[src/angs_defs.svh]
/*
 * Constants of the angle sensor serial slave: timing, frame layout,
 * commands, register numbers and factory defaults.
 * Assumes a 100 MHz system clock; included by bare name.
 */
`ifndef ANGS_DEFS_SVH
`define ANGS_DEFS_SVH

`define ANGS_CLK_NS 10
`define ANGS_REFRESH_NS 1000
`define ANGS_REFRESH_CYC (`ANGS_REFRESH_NS / `ANGS_CLK_NS)
`define ANGS_DIV_W 7
`define ANGS_NVM_WAIT_MS 20
`define ANGS_NVM_WAIT_CYC (`ANGS_NVM_WAIT_MS * 1000000 / `ANGS_CLK_NS)
`define ANGS_NVM_CNT_W 21

`define ANGS_FRAME_BITS 16
`define ANGS_CNT_W 5
`define ANGS_ANGLE_BITS 12
`define ANGS_PAD_BITS 4
`define ANGS_CMD_HI 15
`define ANGS_CMD_LO 13
`define ANGS_ADDR_HI 12
`define ANGS_ADDR_LO 8
`define ANGS_VAL_HI 7
`define ANGS_VAL_LO 0
`define ANGS_CMD_READ 3'h2
`define ANGS_CMD_WRITE 3'h4

`define ANGS_NREGS 32
`define ANGS_REG_LAST 5'h1f
`define ANGS_REG_DIR 5'h09
`define ANGS_REG_FIELD 5'h1b
`define ANGS_DIR_BIT 7
`define ANGS_REG4 5'h04
`define ANGS_REG5 5'h05
`define ANGS_REG6 5'h06
`define ANGS_DEF_REG4 8'hc0
`define ANGS_DEF_REG5 8'h3f
`define ANGS_DEF_REG6 8'h1c
`define ANGS_DEF_OTHER 8'h00

`endif

[src/angs_pkg.sv]
/*
 * Types shared by the angle sensor serial slave and its register store.
 * Assumes nothing of its surroundings.
 */
package angs_pkg;
    typedef logic [7:0] angs_byte_t;
    typedef enum logic [1:0] {
        ANGS_ST_IDLE = 2'b01,
        ANGS_ST_FRAME = 2'b10
    } angs_link_e;
    typedef enum logic [2:0] {
        ANGS_NV_LOAD = 3'b001,
        ANGS_NV_IDLE = 3'b010,
        ANGS_NV_BUSY = 3'b100
    } angs_nvm_e;
endpackage : angs_pkg

[src/angs_nvm_if.sv]
/*
 * Connection between the serial slave and its non-volatile register store.
 * Assumes both ends run on the same system clock.
 */
`timescale 1ns/100ps
`default_nettype none
interface angs_nvm_if;
    logic wr_req;
    logic [4:0] wr_addr;
    angs_pkg::angs_byte_t wr_data;
    logic [4:0] rd_addr;
    angs_pkg::angs_byte_t rd_data;
    logic busy;
    logic dir_ccw;
    modport link (output wr_req, wr_addr, wr_data, rd_addr,
                  input rd_data, busy, dir_ccw);
    modport store (input wr_req, wr_addr, wr_data, rd_addr,
                   output rd_data, busy, dir_ccw);
endinterface : angs_nvm_if
`default_nettype wire

[src/angs_nvm.sv]
/*
 * Non-volatile register store: 32 bytes, a timed commit per write to any register but 27, and a
 * load walk after reset that fills a blank part with factory defaults.
 * Assumes write requests are one-cycle pulses on the system clock.
 */
`timescale 1ns/100ps
`default_nettype none
`include "angs_defs.svh"
module angs_nvm #(
    parameter int WAIT_CYC = `ANGS_NVM_WAIT_CYC
) (
    input wire logic clk_sys_in,
    input wire logic rstn_in,
    input wire logic nvm_blank_in,
    angs_nvm_if.store nvm_io
);
    angs_pkg::angs_byte_t mem [`ANGS_NREGS];
    angs_pkg::angs_nvm_e st_q, st_d;
    logic [4:0] ptr_q, ptr_d, addr_q, addr_d;
    angs_pkg::angs_byte_t data_q, data_d, wdata;
    logic [`ANGS_NVM_CNT_W-1:0] cnt_q, cnt_d;
    logic blank_s1_q, blank_s2_q, we, commit;
    logic [4:0] waddr;

    function automatic angs_pkg::angs_byte_t factory(input logic [4:0] a);
        unique case (a)
            `ANGS_REG4: factory = `ANGS_DEF_REG4;
            `ANGS_REG5: factory = `ANGS_DEF_REG5;
            `ANGS_REG6: factory = `ANGS_DEF_REG6;
            default: factory = `ANGS_DEF_OTHER;
        endcase
    endfunction : factory

    // Readback shows the stored byte, so an early ack frame sees the old one.
    assign nvm_io.rd_data = mem[nvm_io.rd_addr];
    assign nvm_io.dir_ccw = mem[`ANGS_REG_DIR][`ANGS_DIR_BIT];
    assign nvm_io.busy = (st_q != angs_pkg::ANGS_NV_IDLE);
    assign commit = (st_q == angs_pkg::ANGS_NV_BUSY) &&
                    (cnt_q == `ANGS_NVM_CNT_W'(WAIT_CYC - 1));

    always_comb
    begin
        st_d = st_q;
        ptr_d = ptr_q;
        addr_d = addr_q;
        data_d = data_q;
        cnt_d = cnt_q;
        we = 1'b0;
        waddr = addr_q;
        wdata = data_q;
        unique case (st_q)
            angs_pkg::ANGS_NV_LOAD:
            begin
                // The store keeps its bytes across reset; only a blank part
                // is filled with defaults.
                we = blank_s2_q;
                waddr = ptr_q;
                wdata = factory(ptr_q);
                ptr_d = ptr_q + 5'h01;
                if (ptr_q == `ANGS_REG_LAST)
                    st_d = angs_pkg::ANGS_NV_IDLE;
            end
            angs_pkg::ANGS_NV_IDLE:
            begin
                if (nvm_io.wr_req && nvm_io.wr_addr != `ANGS_REG_FIELD)
                begin
                    addr_d = nvm_io.wr_addr;
                    data_d = nvm_io.wr_data;
                    cnt_d = '0;
                    st_d = angs_pkg::ANGS_NV_BUSY;
                end
            end
            angs_pkg::ANGS_NV_BUSY:
            begin
                cnt_d = cnt_q + `ANGS_NVM_CNT_W'(1);
                if (commit)
                begin
                    we = 1'b1;
                    st_d = angs_pkg::ANGS_NV_IDLE;
                end
            end
        endcase
    end

    always_ff @(posedge clk_sys_in)
    begin
        blank_s1_q <= nvm_blank_in;
        blank_s2_q <= blank_s1_q;
        if (we)
            mem[waddr] <= wdata;
        if (!rstn_in)
        begin
            st_q <= angs_pkg::ANGS_NV_LOAD;
            ptr_q <= 5'h00;
            addr_q <= 5'h00;
            data_q <= 8'h00;
            cnt_q <= '0;
        end
        else
        begin
            st_q <= st_d;
            ptr_q <= ptr_d;
            addr_q <= addr_d;
            data_q <= data_d;
            cnt_q <= cnt_d;
        end
    end
endmodule : angs_nvm
`default_nettype wire

[src/angs_spi_slave.sv]
/*
 * Serial slave port of a contactless angle sensor: angle reads from a
 * buffer refreshed every microsecond, two-frame register reads and
 * two-frame register writes into a non-volatile store.
 * Assumes the link pins are asynchronous to clk_sys_in and that angle and
 * field flags come from front-end logic on clk_sys_in.
 */
// What this block does
// - Accept modes 0 and 3, detected automatically.
// - Serial clock up to 25 MHz, no minimum.
// - Sample rising, launch falling, MSB first, select idles high.
// - Refresh angle buffer every microsecond unless frozen.
// - Select fall freezes buffer until select rises.
// - Full angle read shifts 16 bits out.
// - Pad trailing bits beyond angle width with zeros.
// - Tolerate angle reads truncated by the master.
// - Fast reads repeat the same angle until refresh.
// - Next frame returns register byte, then zeros.
// - First register frame still shifts out the angle.
// - Next frame after write returns stored value.
// - Write takes 20 ms; earlier readback gives old.
// - Keep writes non-volatile, reload them at power-on.
// - Register 27 returns field high and low flags.
// - Register 9 top bit selects counterclockwise direction.
`timescale 1ns/100ps
`default_nettype none
`include "angs_defs.svh"
module angs_spi_slave #(
    parameter int NVM_WAIT_CYC = `ANGS_NVM_WAIT_CYC
) (
    input wire logic clk_sys_in,
    input wire logic rstn_in,
    input wire logic cs_n_in,
    input wire logic sclk_in,
    input wire logic mosi_in,
    output logic miso_out,
    output logic miso_oe_out,
    input wire logic [`ANGS_ANGLE_BITS-1:0] angle_in,
    input wire logic field_high_flag_in,
    input wire logic field_low_flag_in,
    input wire logic nvm_blank_in,
    output logic rot_ccw_out
);
    localparam int NPIN = 3;
    localparam int P_CS = 2;
    localparam int P_SCLK = 1;
    localparam int P_MOSI = 0;
    localparam int REFRESH_CYC = `ANGS_REFRESH_CYC;

    angs_nvm_if nvm_bus ();

    angs_nvm #(
        .WAIT_CYC(NVM_WAIT_CYC)
    ) u_nvm (
        .clk_sys_in(clk_sys_in),
        .rstn_in(rstn_in),
        .nvm_blank_in(nvm_blank_in),
        .nvm_io(nvm_bus.store)
    );

    // Pin synchronisers; the first stage feeds only the second.
    logic [NPIN-1:0] pins;
    logic [NPIN-1:0] s1_q, s2_q, s3_q;
    assign pins = {cs_n_in, sclk_in, mosi_in};

    generate
        for (genvar i = 0; i < NPIN; i++)
        begin : g_sync
            always_ff @(posedge clk_sys_in)
            begin
                if (!rstn_in)
                begin
                    s1_q[i] <= (i == P_CS) ? 1'b1 : 1'b0;
                    s2_q[i] <= (i == P_CS) ? 1'b1 : 1'b0;
                    s3_q[i] <= (i == P_CS) ? 1'b1 : 1'b0;
                end
                else
                begin
                    s1_q[i] <= pins[i];
                    s2_q[i] <= s1_q[i];
                    s3_q[i] <= s2_q[i];
                end
            end
        end
    endgenerate

    // Edges are found by oversampling, so any slow serial clock works;
    // at the 25 MHz limit each phase still spans two system cycles.
    logic cs_fall, cs_rise, sclk_rise, sclk_fall, mosi_bit;
    assign cs_fall = s3_q[P_CS] & ~s2_q[P_CS];
    assign cs_rise = ~s3_q[P_CS] & s2_q[P_CS];
    assign sclk_rise = ~s3_q[P_SCLK] & s2_q[P_SCLK];
    assign sclk_fall = s3_q[P_SCLK] & ~s2_q[P_SCLK];
    assign mosi_bit = s2_q[P_MOSI];

    angs_pkg::angs_link_e st_q, st_d;
    logic [`ANGS_FRAME_BITS-1:0] tx_q, tx_d, rx_q, rx_d, abuf_q, abuf_d;
    logic [`ANGS_CNT_W-1:0] cnt_q, cnt_d;
    logic [`ANGS_DIV_W-1:0] div_q, div_d;
    logic skip_q, skip_d, pend_q, pend_d, oe_q, oe_d;
    logic [4:0] pend_addr_q, pend_addr_d, wr_addr_q, wr_addr_d;
    angs_pkg::angs_byte_t wr_data_q, wr_data_d, rdval;
    logic wr_req_q, wr_req_d, rot_q, rot_d, refresh, full;
    logic [2:0] cmd;
    logic [4:0] addr;

    assign refresh = (div_q == `ANGS_DIV_W'(`ANGS_REFRESH_CYC - 1));
    assign full = (cnt_q == `ANGS_CNT_W'(`ANGS_FRAME_BITS));
    assign cmd = rx_q[`ANGS_CMD_HI:`ANGS_CMD_LO];
    assign addr = rx_q[`ANGS_ADDR_HI:`ANGS_ADDR_LO];

    // The field register is live status, not a stored byte.
    assign rdval = (pend_addr_q == `ANGS_REG_FIELD) ?
        {field_high_flag_in, field_low_flag_in, 6'h00} :
        nvm_bus.rd_data;

    assign nvm_bus.rd_addr = pend_addr_q;
    assign nvm_bus.wr_req = wr_req_q;
    assign nvm_bus.wr_addr = wr_addr_q;
    assign nvm_bus.wr_data = wr_data_q;

    assign miso_out = tx_q[`ANGS_FRAME_BITS-1];
    assign miso_oe_out = oe_q;
    assign rot_ccw_out = rot_q;

    always_comb
    begin
        st_d = st_q;
        tx_d = tx_q;
        rx_d = rx_q;
        cnt_d = cnt_q;
        skip_d = skip_q;
        pend_d = pend_q;
        pend_addr_d = pend_addr_q;
        oe_d = oe_q;
        wr_req_d = 1'b0;
        wr_addr_d = wr_addr_q;
        wr_data_d = wr_data_q;
        rot_d = nvm_bus.dir_ccw;
        div_d = refresh ? '0 : div_q + `ANGS_DIV_W'(1);
        abuf_d = abuf_q;
        // A held buffer is skipped, so fast reads see the same angle.
        if (refresh && st_q == angs_pkg::ANGS_ST_IDLE)
            abuf_d = {angle_in, {`ANGS_PAD_BITS{1'b0}}};
        unique case (st_q)
            angs_pkg::ANGS_ST_IDLE:
            begin
                if (cs_fall)
                begin
                    st_d = angs_pkg::ANGS_ST_FRAME;
                    cnt_d = '0;
                    oe_d = 1'b1;
                    // Clock high at select fall means mode 3; its first
                    // falling edge launches the bit already on the line.
                    skip_d = s2_q[P_SCLK];
                    tx_d = pend_q ? {rdval, 8'h00} : abuf_q;
                end
            end
            angs_pkg::ANGS_ST_FRAME:
            begin
                if (cs_rise)
                begin
                    st_d = angs_pkg::ANGS_ST_IDLE;
                    oe_d = 1'b0;
                    pend_d = 1'b0;
                    // A cut frame is a plain angle read and is dropped.
                    if (full)
                    begin
                        if (cmd == `ANGS_CMD_READ)
                        begin
                            pend_d = 1'b1;
                            pend_addr_d = addr;
                        end
                        else if (cmd == `ANGS_CMD_WRITE)
                        begin
                            pend_d = 1'b1;
                            pend_addr_d = addr;
                            wr_req_d = ~nvm_bus.busy;
                            wr_addr_d = addr;
                            wr_data_d = rx_q[`ANGS_VAL_HI:`ANGS_VAL_LO];
                        end
                    end
                end
                else
                begin
                    if (sclk_rise && !full)
                    begin
                        rx_d = {rx_q[`ANGS_FRAME_BITS-2:0], mosi_bit};
                        cnt_d = cnt_q + `ANGS_CNT_W'(1);
                    end
                    if (sclk_fall)
                    begin
                        if (skip_q)
                            skip_d = 1'b0;
                        else
                            tx_d = {tx_q[`ANGS_FRAME_BITS-2:0], 1'b0};
                    end
                end
            end
        endcase
    end

    always_ff @(posedge clk_sys_in)
    begin
        if (!rstn_in)
        begin
            st_q <= angs_pkg::ANGS_ST_IDLE;
            tx_q <= '0;
            rx_q <= '0;
            cnt_q <= '0;
            skip_q <= 1'b0;
            pend_q <= 1'b0;
            pend_addr_q <= 5'h00;
            oe_q <= 1'b0;
            wr_req_q <= 1'b0;
            wr_addr_q <= 5'h00;
            wr_data_q <= 8'h00;
            rot_q <= 1'b0;
            div_q <= '0;
            abuf_q <= '0;
        end
        else
        begin
            st_q <= st_d;
            tx_q <= tx_d;
            rx_q <= rx_d;
            cnt_q <= cnt_d;
            skip_q <= skip_d;
            pend_q <= pend_d;
            pend_addr_q <= pend_addr_d;
            oe_q <= oe_d;
            wr_req_q <= wr_req_d;
            wr_addr_q <= wr_addr_d;
            wr_data_q <= wr_data_d;
            rot_q <= rot_d;
            div_q <= div_d;
            abuf_q <= abuf_d;
        end
    end
endmodule : angs_spi_slave
`default_nettype wire

[config.mk]
export PLATFORM = sky130hd
export DESIGN_NAME = angs_spi_slave
export DESIGN_NICKNAME = d
export VERILOG_FILES = /design/src/angs_pkg.sv /design/src/angs_nvm_if.sv /design/src/angs_nvm.sv /design/src/angs_spi_slave.sv
export VERILOG_INCLUDE_DIRS = /design/src
export SDC_FILE = /design/constraint.sdc
export NUM_CORES = 1
export LEC_CHECK = 0
export ABC_AREA = 1
export BUFFER_PORTS_ARGS = -buffer_cell sky130_fd_sc_hd__buf_2
export CAP_MARGIN = 30
export CORE_UTILIZATION = 57
export DETAILED_ROUTE_END_ITERATION = 6
export PLACE_DENSITY_LB_ADDON = 0.2
export SLEW_MARGIN = 30
export SYNTH_ARGS = -nofsm -noshare
export SYNTH_HDL_FRONTEND = slang
export SYNTH_SLANG_ARGS = --single-unit
[constraint.sdc]
create_clock -name clk_sys_in -period 2.3 [get_ports clk_sys_in]
set_input_delay 0.115 -clock clk_sys_in [delete_from_list [all_inputs] [get_ports clk_sys_in]]
set_output_delay 0.115 -clock clk_sys_in [all_outputs]
set_load 0.02 [all_outputs]
**Word level (Yosys, flattened, before mapping)**

Memories as Yosys holds them, arrays and structs flattened. A register that Yosys moved wholly into a read port is not among the register bits.
Cells that the tools add are included.

- Logic and storage cells: 136
- Latch bits: 0
- Memory bits (read-only): 0
- Memory bits (writable): 256
- Memories: 1
- Register bits after elaboration: 132
- Output and inout bits: 3

- Magnitude comparators: 0
- Shift-type cells: 0
- Equality and inequality tests: 26
- Reduce and logical (&&, ||, !) cells: 21
- Mux-type cells: 41
- Bitwise gates (word level): 15
- Add/subtract/negate cells: 4
- $mul: 0
- Divide/modulo/power cells: 0

Memories:

| memory | depth | width | rd ports | clocked after Yosys merged registers in | wr ports | line | RTL |
|---|---|---|---|---|---|---|---|
| u_nvm.mem | 32 | 8 | 2 | 2 | 1 | angs_nvm.sv:17 | `` angs_pkg::angs_byte_t mem [`ANGS_NREGS]; `` |

Operators with widths:

| kind | count |
|---|---|
| 16-bit 2-to-1 mux | 5 |
| 21-bit one-hot mux with 2 select lines | 1 |
| 5-bit 2-to-1 mux | 8 |
| 16-bit one-hot mux with 2 select lines | 1 |
| 8-bit one-hot mux with 3 select lines | 1 |
| 21-bit by 1-bit adder with 21-bit output (second input constant) | 1 |
| 21-bit equality test (second input constant) | 1 |
| 21-bit 2-to-1 mux | 1 |
| 8-bit 2-to-1 mux | 2 |
| 5-bit by 3-bit equality test with 1-bit output (second input constant) | 3 |
| 5-bit equality test (second input constant) | 3 |
| 2-bit inequality test (second input constant) | 6 |
| 3-bit AND reduction | 4 |
| 1-bit 2-to-1 mux | 11 |
| 1-bit inverter | 11 |
| 5-bit by 1-bit adder with 5-bit output (second input constant) | 2 |
| 5-bit one-hot mux with 2 select lines | 1 |
| 3-bit 2-to-1 mux | 3 |
| 3-bit one-hot mux with 3 select lines | 1 |
| 2-bit AND reduction | 4 |
| 4-bit AND reduction | 2 |
| 7-bit by 1-bit adder with 7-bit output (second input constant) | 1 |
| 7-bit equality test (second input constant) | 1 |
| 3-bit by 2-bit equality test with 1-bit output (second input constant) | 2 |
| 17 further kinds | 31 |

**Longest topological paths before layout**

Gate-level depths: netlist of run 1.

- Word-level depth: 6
- Mapped depth: 13

**Cells and area by module**

Synthesis of run 1 repeated with hierarchy kept, for this count alone.

- Cell total of the unflattened synthesis: 1,831
- Area, all modules: 16,564.6 um^2

By module, submodules not included:

| module | seq. area each (um^2) | instances | cells each | area each (um^2) |
|---|---|---|---|---|
| angs_nvm | 8,568.2 | 1 | 1,308 | 12,904.9 |
| angs_spi_slave | 1,681.6 | 1 | 523 | 3,659.8 |

**Worst setup path before layout of run 1**

No wires, ideal clock.

- Kind: register -> register
- From: register u_nvm.st_q[1]
- To: memory u_nvm.mem[0][0] (netlist name), data pin
- Path slack: -0.088 ns
- Data arrival time: 1.934 ns
- Stages on the path, launching flop included: 4
- Library setup time: 0.454 ns
- Cell sequence: dfxtp_1 > nor3_4 > clkbuf_1 > o21ai_0

- Cells in the longest elaborated chain, start to end: 2

Ends and longest elaborated chain:

| item | line | RTL |
|---|---|---|
| start, declared | angs_nvm.sv:18 | `angs_pkg::angs_nvm_e st_q, st_d;` |
| start signal, assigned | angs_nvm.sv:93 | `st_q <= angs_pkg::ANGS_NV_LOAD;` |
| start signal, assigned | angs_nvm.sv:101 | `st_q <= st_d;` |
| 3-bit by 1-bit equality test with 1-bit output | angs_nvm.sv:51 | `unique case (st_q)` |
| 8-bit 2-to-1 mux | angs_nvm.sv:51 |  |
| via u_nvm.wdata[0] | angs_nvm.sv:20 | `angs_pkg::angs_byte_t data_q, data_d, wdata;` |
| end, declared | angs_nvm.sv:17 |  |

The timed path passes the listed nets, and every way through them passes these cells.

**Worst setup path after layout of run 1**

- From: register u_nvm.cnt_q[1]
- To: memory u_nvm.mem[27][1] (netlist name) (enable)

- Cells in the longest elaborated chain, start to end: 6

Ends and longest elaborated chain:

| item | line | RTL |
|---|---|---|
| start, declared | angs_nvm.sv:21 | `` logic [`ANGS_NVM_CNT_W-1:0] cnt_q, cnt_d; `` |
| start signal, assigned | angs_nvm.sv:105 | `cnt_q <= cnt_d;` |
| 21-bit equality test | angs_nvm.sv:39 | `` (cnt_q == `ANGS_NVM_CNT_W'(WAIT_CYC - 1)); `` |
| 1-bit logical AND | angs_nvm.sv:38 | `assign commit = (st_q == angs_pkg::ANGS_NV_BUSY) &&` |
| 1-bit 2-to-1 mux | angs_nvm.sv:76 | `if (commit)` |
| 1-bit one-hot mux with 2 select lines | angs_nvm.sv:51 |  |
| 1-bit 2-to-1 mux | angs_nvm.sv:89 | `if (we)` |
| 1-bit 2-to-1 mux (not written as such) | angs_nvm.sv:90 | `mem[waddr] <= wdata;` |

Every way passes these cells.

==> impl_metrics.toml, run 1 <==
[setup_path]
critPathSlowestCell = "dfxtp_2"
cp-startpoint = "u_nvm.cnt_q[1]"
required_ns = 2.54
end_kind = "flip-flop"
path_max_fanout = 8
cp-start-kind = "flip-flop"
rr_startpoint = "u_nvm.cnt_q[1]"
slowest_delay_ns = 0.35
worstPathCellList = "ha_4, nand2_4, nor2_4, nand2_2, nor2_2, nand4_1, o2bb2ai_4, clkinv_4, nor2_4, inv_2, nor2_1, buf_4"
critPathKind = "reg2reg"
cpMostUsedCell = "nor2_4"
cp.arrival_ns = 2.59

[yosys]
yosysMostFrequentCell = "nand2_1"
netlist_top_cells_area = "edfxtp_1 48%, dfxtp_1 17%, nand2_1 10%, nand3_1 7.5%, a21oi_1 3.1%"
synthArstFlopShare_pct = 0
synth_ff_type = "edfxtp_1"
ys_ff_latch = 389
synth_top_area_cell = "edfxtp_1"
synth_area_per_cell_um2 = 9.71
synth_seq_area_share_pct = 64.4
yosysWarnings = 0
synthTopCellsByCount = "446 x nand2_1, 256 x edfxtp_1, 240 x nand3_1, 133 x dfxtp_1, 120 x inv_1"
netlist_instances = 1654
synth_top_area_share_pct = 47.8
syn-num-nets = 1683
syn-cell-area_um2 = 16100
ys_types = 40
synth_edf_count = 256

[floorplanning]
start_util_pct = 57.8
num_rows = 61
die_h_um = 170
coreArea_um2 = 27800
fp.dieArea_um2 = 28900
die_x_um = 170
ios = 23

[clock_network]
numCtsBuffers = 39
clk_pin_slew_ns = 0.06
insertion_delay_ns = 0.54
cts_tree = "done"
clock-sinks = 389
cts_root_buf = "clkbuf_16"
h-tree-depth = 2
clock_path_buffers = 3

[timing]
tns_ns = -0.651
tightest_slew_ns = 0.808
min_period_over_period_pct = 102
fin_ws_ns = -0.0441
finalCriticalPeriod_ns = 2.34
setup_viol_count_final = 32
slew_violations = 0
max_slew_margin_pct = 45.8
rsz0062_at_grt = "yes"
finalClockSkew_ns = 0.0244
hold_viol_final = 0
fmax_mhz = 427

[global_route]
grt_max_degree = 92
first_global_vias = 10956
gr-total-overflow = 0
antenna_found_initial = 0
grt_pass1_wl_um = 57800
grt_usage_pct = 26.2

[route]
num_vias = 11853
routed_wl_um = 37300
post-route-drc-count = 0
drtPass1Iterations = 6
post_drt_wl_per_cell_um = 17.5
ant_nets = 0
via_per_inst = 5.56
drtIter0Drc = 1237

[cells_and_area]
final_net_count = 1755
diodes = 0
fin_area_um2 = 18600
layout-drive-gt1-share_pct = 13.3
fin_cells = 2133
syn_to_final_growth_pct = 15.6

[min_path]
hold_class = "in2reg"
hp-start = "field_low_flag_in"

[place]
numPortBuffers = 22
placed_area_um2 = 17000
dp_cells = 2044
finalWeightedCongestion = 0.882
place_ws_ns = -0.119
dp_hpwl_um = 23600

[power]
powerDensity_nw_per_um2 = 771
leakagePower_uw = 0.00708
vdd_ir_drop_max_uv = 644

[status]
violations = "setup timing"
status = "complete, but fails checks"

[run]
maxCapViolations = 0
## cell type report
type                    count  area [um^2]
clock buffers              43          991
clock inverters            27          214
fillers                  2187         9200
inverters                 136          534
multi-input cells        1047         5010
flip-flops and latches    389        10400
well taps                 378          473
repair buffers            113          998
## metal layers
| metal | track usage (%) | up-vias | wire (um) | share of wire, % |
|---|---|---|---|---|
| met1 | 35.9 | 5616 | 16200 | 43 |
| li1 | - | 5768 | - | - |
| met4 | 9.01 | 0 | 946 | 2.5 |
| met3 | 3.95 | 75 | 2480 | 6.7 |
| met2 | 42.8 | 394 | 17700 | 47 |
| met5 | 0 | - | 0 | 0 |
## sequential cells by signal (all words and copies together) (netlist names), 5 cells and up, named ones only
signal           flops
div_q                7
u_nvm.addr_q         5
tx_q                12
u_nvm.cnt_q         21
rx_q                16
u_nvm.data_q         8
u_nvm.mem          256
nvm_bus.wr_addr      5
nvm_bus.rd_addr      5
u_nvm.ptr_q          5
abuf_q              12
nvm_bus.wr_data      8
cnt_q                5
## repair_timing
item                       CTS  global route
gates resized for setup     11            56
setup buffers                2             1
hold buffers                16             0
setup endpoints to repair  152           234
pin swaps                    0             9
hold endpoints to repair    16             0
## critical path, delay by kind of cell, from the launching register on
family                     cells  cell delay [ns]
buffers and inverters          3             0.39
AOI/OAI and AO/OA              1             0.33
DFF                            1             0.35
adders and majority gates      1             0.15
and+or+nand+nor                7             0.83
## worst paths after layout
path / to / depth (start not counted) / slack [ns]
worst min-delay path: tx_q[14] / 7 / 0.07
worst max register to register: u_nvm.mem[27][1] / 12 / -0.04
worst max-delay path: u_nvm.mem[27][1] / 12 / -0.04
worst min register to register: u_nvm.blank_s2_q / 0 / 0.34
## power by group
group	leakage, uW	total, uW	internal [uW]	switching, uW
clock	0.000574	6020	3450	2570
sequential	0.00378	7540	7490	48.4
combinational	0.00273	761	246	515
total	0.00708	14300	11200	3140
## placed cells by master (no fill, tap or decap), drive strengths merged, types with 2 or more instances in the layout
cell type,n
nand3,240
a211oi,8
nor4,3
nand4,11
bufinv,3
ha,9
clkinv,21
dfxtp,133
nor3,20
a221oi,2
o22ai,5
nor3b,4
inv,133
a21oi,102
nand2,449
o21ai,94
edfxtp,256
clkbuf,43
clkinvlp,6
dlygate4sd3,16
xor2,4
nor2,80
or2,7
buf,97
## cells by family after synthesis
kind of cell	after synthesis	synth area share (%)
compound gates	218	7.41
flops	389	64.4
xor+xnor	5	0.273
fa+ha+maj	9	0.701
simple gates	815	21.8
buf+inv	218	5.42
## per-stage QoR
step,util [%],power (uW),hold WS [ns]
3_5_place_dp,61.1,8360,0.219
6_report,66.9,14300,0.0684
4_1_cts,66.2,14400,0.0598
5_1_grt,66.9,14800,0.101
2_1_floorplan,-,8120,0.143
3_3_place_gp,61.1,8340,0.219
Power figures use the tool's default switching activity.
==> run 2: changes to the inputs <==
PLACE_DENSITY = 0.88   (was not set)
PLACE_DENSITY_LB_ADDON = not set   (was 0.2)
==> impl_metrics.toml, run 2 (synthesis results as in run 1) <==
[clock_network]
insertion_delay_ns = 0.55
cts_tree = "done"
clock_path_buffers = 3
clock-sinks = 389
cts_root_buf = "clkbuf_16"
h-tree-depth = 2
numCtsBuffers = 39
clk_pin_slew_ns = 0.06

[floorplanning]
die_x_um = 170
fp.dieArea_um2 = 28900
ios = 23
start_util_pct = 57.8
num_rows = 61
coreArea_um2 = 27800
die_h_um = 170

[setup_path]
reg2reg_slack_ns = -0.09
critPathTopFamily = "simple AND/OR/NAND/NOR gates"
required_ns = 2.56
cpMostUsedCell = "nor2_1"
ff2ff_path_depth = 10
critPathSlowestCell = "nor2_1"
timing.rr.end = "u_nvm.mem[4][0]"
critPathKind = "reg2reg"
slowest_delay_ns = 0.44
cp.arrival_ns = 2.65
rr_startpoint = "u_nvm.st_q[1]"
worstPathCellList = "nor3_4, inv_2, nor2_1, a21oi_2, inv_1, nor2_1, nand2_8, buf_12, nor2_2, buf_6"
cp-start-kind = "flip-flop"
end_kind = "flip-flop"
cp_num_buf_inv = 4
path_max_fanout = 10

[cells_and_area]
layout-drive-gt1-share_pct = 13.9
fin_cells = 2131
layout_common_cells = "443 x nand2_1, 256 x edfxtp_1, 240 x nand3_1"
syn_to_final_growth_pct = 17.0
final_net_count = 1752
final_common_cell = "nand2_1"
largest_reg_flops = 256
largest_register = "u_nvm.mem"
fin_area_um2 = 18800
diodes = 0
top_regs = "u_nvm.mem: 256 flops, u_nvm.cnt_q: 21 flops, rx_q: 16 flops"

[min_path]
hold_depth = 7
min_to = "tx_q[14]"
hp-start = "field_low_flag_in"
hold_class = "in2reg"

[route]
via_per_inst = 6.02
post-route-drc-count = 0
drtPass1Iterations = 7
post_drt_wl_per_cell_um = 19.6
drtIter0Drc = 1936
num_vias = 12826
ant_nets = 0
routed_wl_um = 41800

[timing]
finalClockSkew_ns = 0.0199
fmax_mhz = 419
hold_viol_final = 0
setup_viol_count_final = 88
finalCriticalPeriod_ns = 2.39
min_period_over_period_pct = 104
rsz0062_at_grt = "yes"
fin_ws_ns = -0.0887
max_slew_margin_pct = 46.0
slew_violations = 0
tns_ns = -3.40
tightest_slew_ns = 0.806

[place]
place_ws_ns = -0.111
finalWeightedCongestion = 0.928
placed_area_um2 = 17000
numPortBuffers = 22
dp_cells = 2039
dp_hpwl_um = 23600

[power]
leakagePower_uw = 0.00716
report.power.total_uw = 15100
powerDensity_nw_per_um2 = 803
vdd_ir_drop_max_uv = 851

[global_route]
antenna_found_initial = 0
first_global_vias = 12332
grt_usage_pct = 28.3
gr-total-overflow = 0
grt_max_degree = 96
grt_pass1_wl_um = 62900

[run]
maxCapViolations = 0

[status]
status = "complete, but fails checks"
violations = "setup timing"
[run 2: cell types whose count changed in the layout (fill, tap and decap cells not counted), moves of 5 or more]
cell and change:
buf_4 -13, nor2_2 +8, buf_6 +7, nor2_1 -6
clkbuf_8 +5, inv_2 +5
[run 2: layer usage]
layer  global-route usage [%]  routed length [um]
met1                     34.2               15200
met3                     5.14                4160
met5                        0                   0
met4                     12.7                2090
met2                     49.2               20300
[run 2: repair_timing]
| item | CTS | global route |
|---|---|---|
| hold buffers | 16 | 0 |
| hold endpoints to repair | 16 | 0 |
| setup buffers | 2 | 3 |
| pin swaps | 2 | 9 |
| setup endpoints to repair | 231 | 351 |
| gates resized for setup | 18 | 59 |
[run 2: worst reg2reg max path: stages (launching register included)]
cell,delay (ns)
dfxtp_1,0.42
nor3_4,0.07
inv_2,0.22
nor2_1,0.13
a21oi_2,0.19
inv_1,0.09
nor2_1,0.44
nand2_8,0.10
buf_12,0.17
nor2_2,0.12
buf_6,0.16
[run 2: report_power, final]
group          internal (uW)  switching [uW]  leakage, uW  total, uW
combinational            261             576      0.00270        837
sequential              7490            56.8      0.00378       7550
clock                   4060            2650     0.000677       6710
total                  11800            3280      0.00716      15100
[run 2: per-stage QoR]
step / hold slack [ns] / utilization [%]
after CTS: 0.0508 / 66.9
after floorplan: 0.143 / -
after global placement: 0.220 / 61.1
after detailed placement: 0.222 / 61.1
after global routing: 0.117 / 67.7
final: 0.0538 / 67.7
[run 2: area by class of cell]
| cell class | instances | area, um^2 |
|---|---|---|
| clock buffer | 51 | 1140 |
| clock inverter | 20 | 238 |
| fill | 1880 | 8990 |
| inverter | 136 | 522 |
| multi-input combinational | 1047 | 5020 |
| sequential | 389 | 10400 |
| tap | 378 | 473 |
| timing repair buffer | 110 | 1040 |
[run 2: how the worst max path moves through the flow]
stage	startpoint	end	cells past startpoint
after floorplan	u_nvm.st_q[1]	u_nvm.mem[0][0]	3
after global placement	u_nvm.cnt_q[0]	u_nvm.mem[3][7]	11
after detailed placement	u_nvm.cnt_q[1]	u_nvm.mem[21][7]	12
after CTS	u_nvm.cnt_q[0]	u_nvm.mem[9][0]	12
after global routing	u_nvm.st_q[1]	u_nvm.mem[4][0]	10
final	u_nvm.st_q[1]	u_nvm.mem[4][0]	10
==> run 3: changes to the inputs <==
BUFFER_PORTS_ARGS = not set   (was -buffer_cell sky130_fd_sc_hd__buf_2)
DONT_BUFFER_PORTS = 1   (was not set)
PLACE_DENSITY = 0.87   (was 0.88)
SYNTH_HIERARCHICAL = 1   (was not set)
==> impl_metrics.toml, run 3 <==
[setup_path]
reg2reg_slack_ns = 0.13
critPathKind = "reg2reg"
rr_startpoint = "u_nvm/cnt_q[0]"
cp.arrival_ns = 2.36
timing.rr.end = "u_nvm/mem[18][2]"
required_ns = 2.49
path_max_fanout = 11
ff2ff_path_depth = 10
end_kind = "flip-flop"
cp-start-kind = "flip-flop"

[min_path]
hp-start = "rstn_in"
hold_class = "in2reg"
min_to = "u_nvm/addr_q[4]"
hold_depth = 2

[timing]
hold_viol_final = 0
max_slew_margin_pct = 36.6
setup_viol_count_final = 0
rsz0062_at_grt = "no"
fmax_mhz = 461
fin_ws_ns = 0.132
tightest_slew_ns = 0.952
finalClockSkew_ns = 0.0256
finalCriticalPeriod_ns = 2.17
slew_violations = 0
min_period_over_period_pct = 94.3
hold_ws_ns = 0.0354

[route]
via_per_inst = 5.71
wl_met1_um = 15000
post-route-drc-count = 5
drtPass1Iterations = 7
wl_met3_um = 3590
routed_wl_um = 39100
top_layer = "met4"
dr_wl_met2_um = 18800
post_drt_wl_per_cell_um = 17.3
ant_nets = 0
drtIter0Drc = 1752
num_vias = 12925

[yosys]
synth_top_area_cell = "edfxtp_1"
synthArstFlopShare_pct = 0
ys_types = 31
syn-num-nets = 1860
synth_seq_area_share_pct = 61.9
netlist_top_cells_area = "edfxtp_1 46%, dfxtp_1 15%, nand2_1 13%, nand3_1 7.3%, nor2_1 4.1%"
synthTopCellsByCount = "569 x nand2_1, 256 x edfxtp_1, 240 x nand3_1, 179 x nor2_1, 138 x inv_1"
synth_area_per_cell_um2 = 9.05
yosysMostFrequentCell = "nand2_1"
netlist_instances = 1831
synth_edf_count = 256
yosysWarnings = 6
synth_ff_type = "edfxtp_1"
ys_ff_latch = 384
syn-cell-area_um2 = 16600
synth_top_area_share_pct = 46.4

[clock_network]
clock_path_buffers = 3
clock-sinks = 384
h-tree-depth = 2
cts_root_buf = "clkbuf_16"
insertion_delay_ns = 0.53
clk_pin_slew_ns = 0.06
numCtsBuffers = 38
postCtsSetupBuffers = 0
cts_tree = "done"

[status]
status = "complete, but fails checks"
violations = "DRC"

[floorplanning]
num_rows = 62
fp.dieArea_um2 = 29700
die_x_um = 172
die_h_um = 172
ios = 23
coreArea_um2 = 28600
start_util_pct = 57.9

[cells_and_area]
top_regs = "u_nvm/mem: 256 flops, u_nvm/cnt_q: 21 flops, rx_q: 16 flops"
largest_reg_flops = 256
layout_common_cells = "568 x nand2_1, 256 x edfxtp_1, 240 x nand3_1"
fin_area_um2 = 18600
largest_register = "u_nvm/mem"
layout-drive-gt1-share_pct = 8.72
syn_to_final_growth_pct = 12.0
diodes = 0
fillCellCount = 2043
final_common_cell = "nand2_1"
final_net_count = 1889
fin_cells = 2265

[global_route]
first_global_vias = 11896
grt_usage_pct = 26.2
gr-total-overflow = 0
antenna_found_initial = 0
grt_pass1_wl_um = 59900
grt_max_degree = 97

[place]
dp_cells = 2183
numPortBuffers = 0
placed_area_um2 = 17200
dp_hpwl_um = 23800
finalWeightedCongestion = 0.899
place_ws_ns = 0.0529

[run]
maxCapViolations = 0

[power]
vdd_ir_drop_max_uv = 626
powerDensity_nw_per_um2 = 739
leakagePower_uw = 0.00740
report.power.total_uw = 13700
## run 3: cell types whose count changed in the layout (fill, tap and decap cells not counted), moves of 7 or more
cell / before / now
a211oi_1: 8 / 0
nor3_1: 18 / 8
a21oi_1: 99 / 70
nor2_1: 51 / 179
o21ai_0: 81 / 63
nor2_2: 18 / 2
nand2_1: 443 / 568
inv_1: 109 / 131
o21ai_1: 3 / 16
nor2_4: 11 / 4
buf_2: 22 / 0
buf_6: 19 / 0
## run 3: worst max-delay path by stage
stage / startpoint / endpoint / cells past startpoint
after floorplan: u_nvm/st_q[2] / u_nvm/mem[0][0] / 3
after global placement: u_nvm/st_q[1] / u_nvm/mem[30][3] / 8
after detailed placement: u_nvm/st_q[1] / u_nvm/mem[5][0] / 8
after CTS: u_nvm/st_q[0] / u_nvm/mem[5][1] / 7
after global routing: u_nvm/cnt_q[0] / u_nvm/mem[29][0] / 10
final: u_nvm/cnt_q[0] / u_nvm/mem[18][2] / 10
## run 3: metrics by stage
stage          utilization, %  TNS (ns)
3_3_place_gp             60.0         0
2_1_floorplan               -    -34.35
6_report                 64.8         0
3_5_place_dp             60.0         0
5_1_grt                  64.8         0
4_1_cts                  64.7         0
## run 3: critical path: stages (launching register included)
cell and delay [ns]:
dfxtp_1 0.37, ha_1 0.18, nand2_1 0.08, inv_1 0.06, nand2_1 0.09, nor2_1 0.14, nand4_1 0.19, nand2_4 0.21
buf_4 0.19, nand2_1 0.06, inv_1 0.27
## run 3: cells by family (layout without fill, tap and decap cells)
| kind of cell | count (synthesis) | in the layout | synth area share [%] |
|---|---|---|---|
| AND/OR/NAND/NOR | 1036 | 1036 | 26.2 |
| AO/OA/AOI/OAI | 167 | 167 | 5.14 |
| buffers and inverters | 234 | 284 | 6.00 |
| adder cells (fa/ha/maj) | 9 | 9 | 0.680 |
| flip-flops | 384 | 384 | 61.9 |
| XOR/XNOR | 1 | 1 | 0.0529 |
## run 3: report_power, final
part | switching (uW) | internal, uW | total [uW]
Combinational | 428 | 189 | 616
Clock | 2420 | 3240 | 5660
Sequential | 54.7 | 7380 | 7430
## run 3: cell type report
| cell class | count | area [um^2] | area share [%] |
|---|---|---|---|
| flip-flops and latches | 384 | 10300 | 55.3 |
| multi-input cells | 1213 | 5380 | 29.0 |
| well taps | 384 | 480 | 2.59 |
| repair buffers | 75 | 771 | 4.15 |
| clock inverters | 14 | 125 | 0.674 |
| inverters | 148 | 561 | 3.02 |
| clock buffers | 47 | 985 | 5.31 |
## run 3: timing repair
action	CTS	global route
endpoints found under the setup margin	0	165
gates resized for setup	0	13
endpoints found under the hold margin	109	0
hold buffers	21	0
## run 3: per-layer routing
| layer | up-vias | track usage [%] |
|---|---|---|
| met3 | 142 | 3.94 |
| met5 | - | 0 |
| li1 | 6096 | - |
| met1 | 6000 | 33.2 |
| met2 | 687 | 44.3 |
| met4 | 0 | 12.5 |
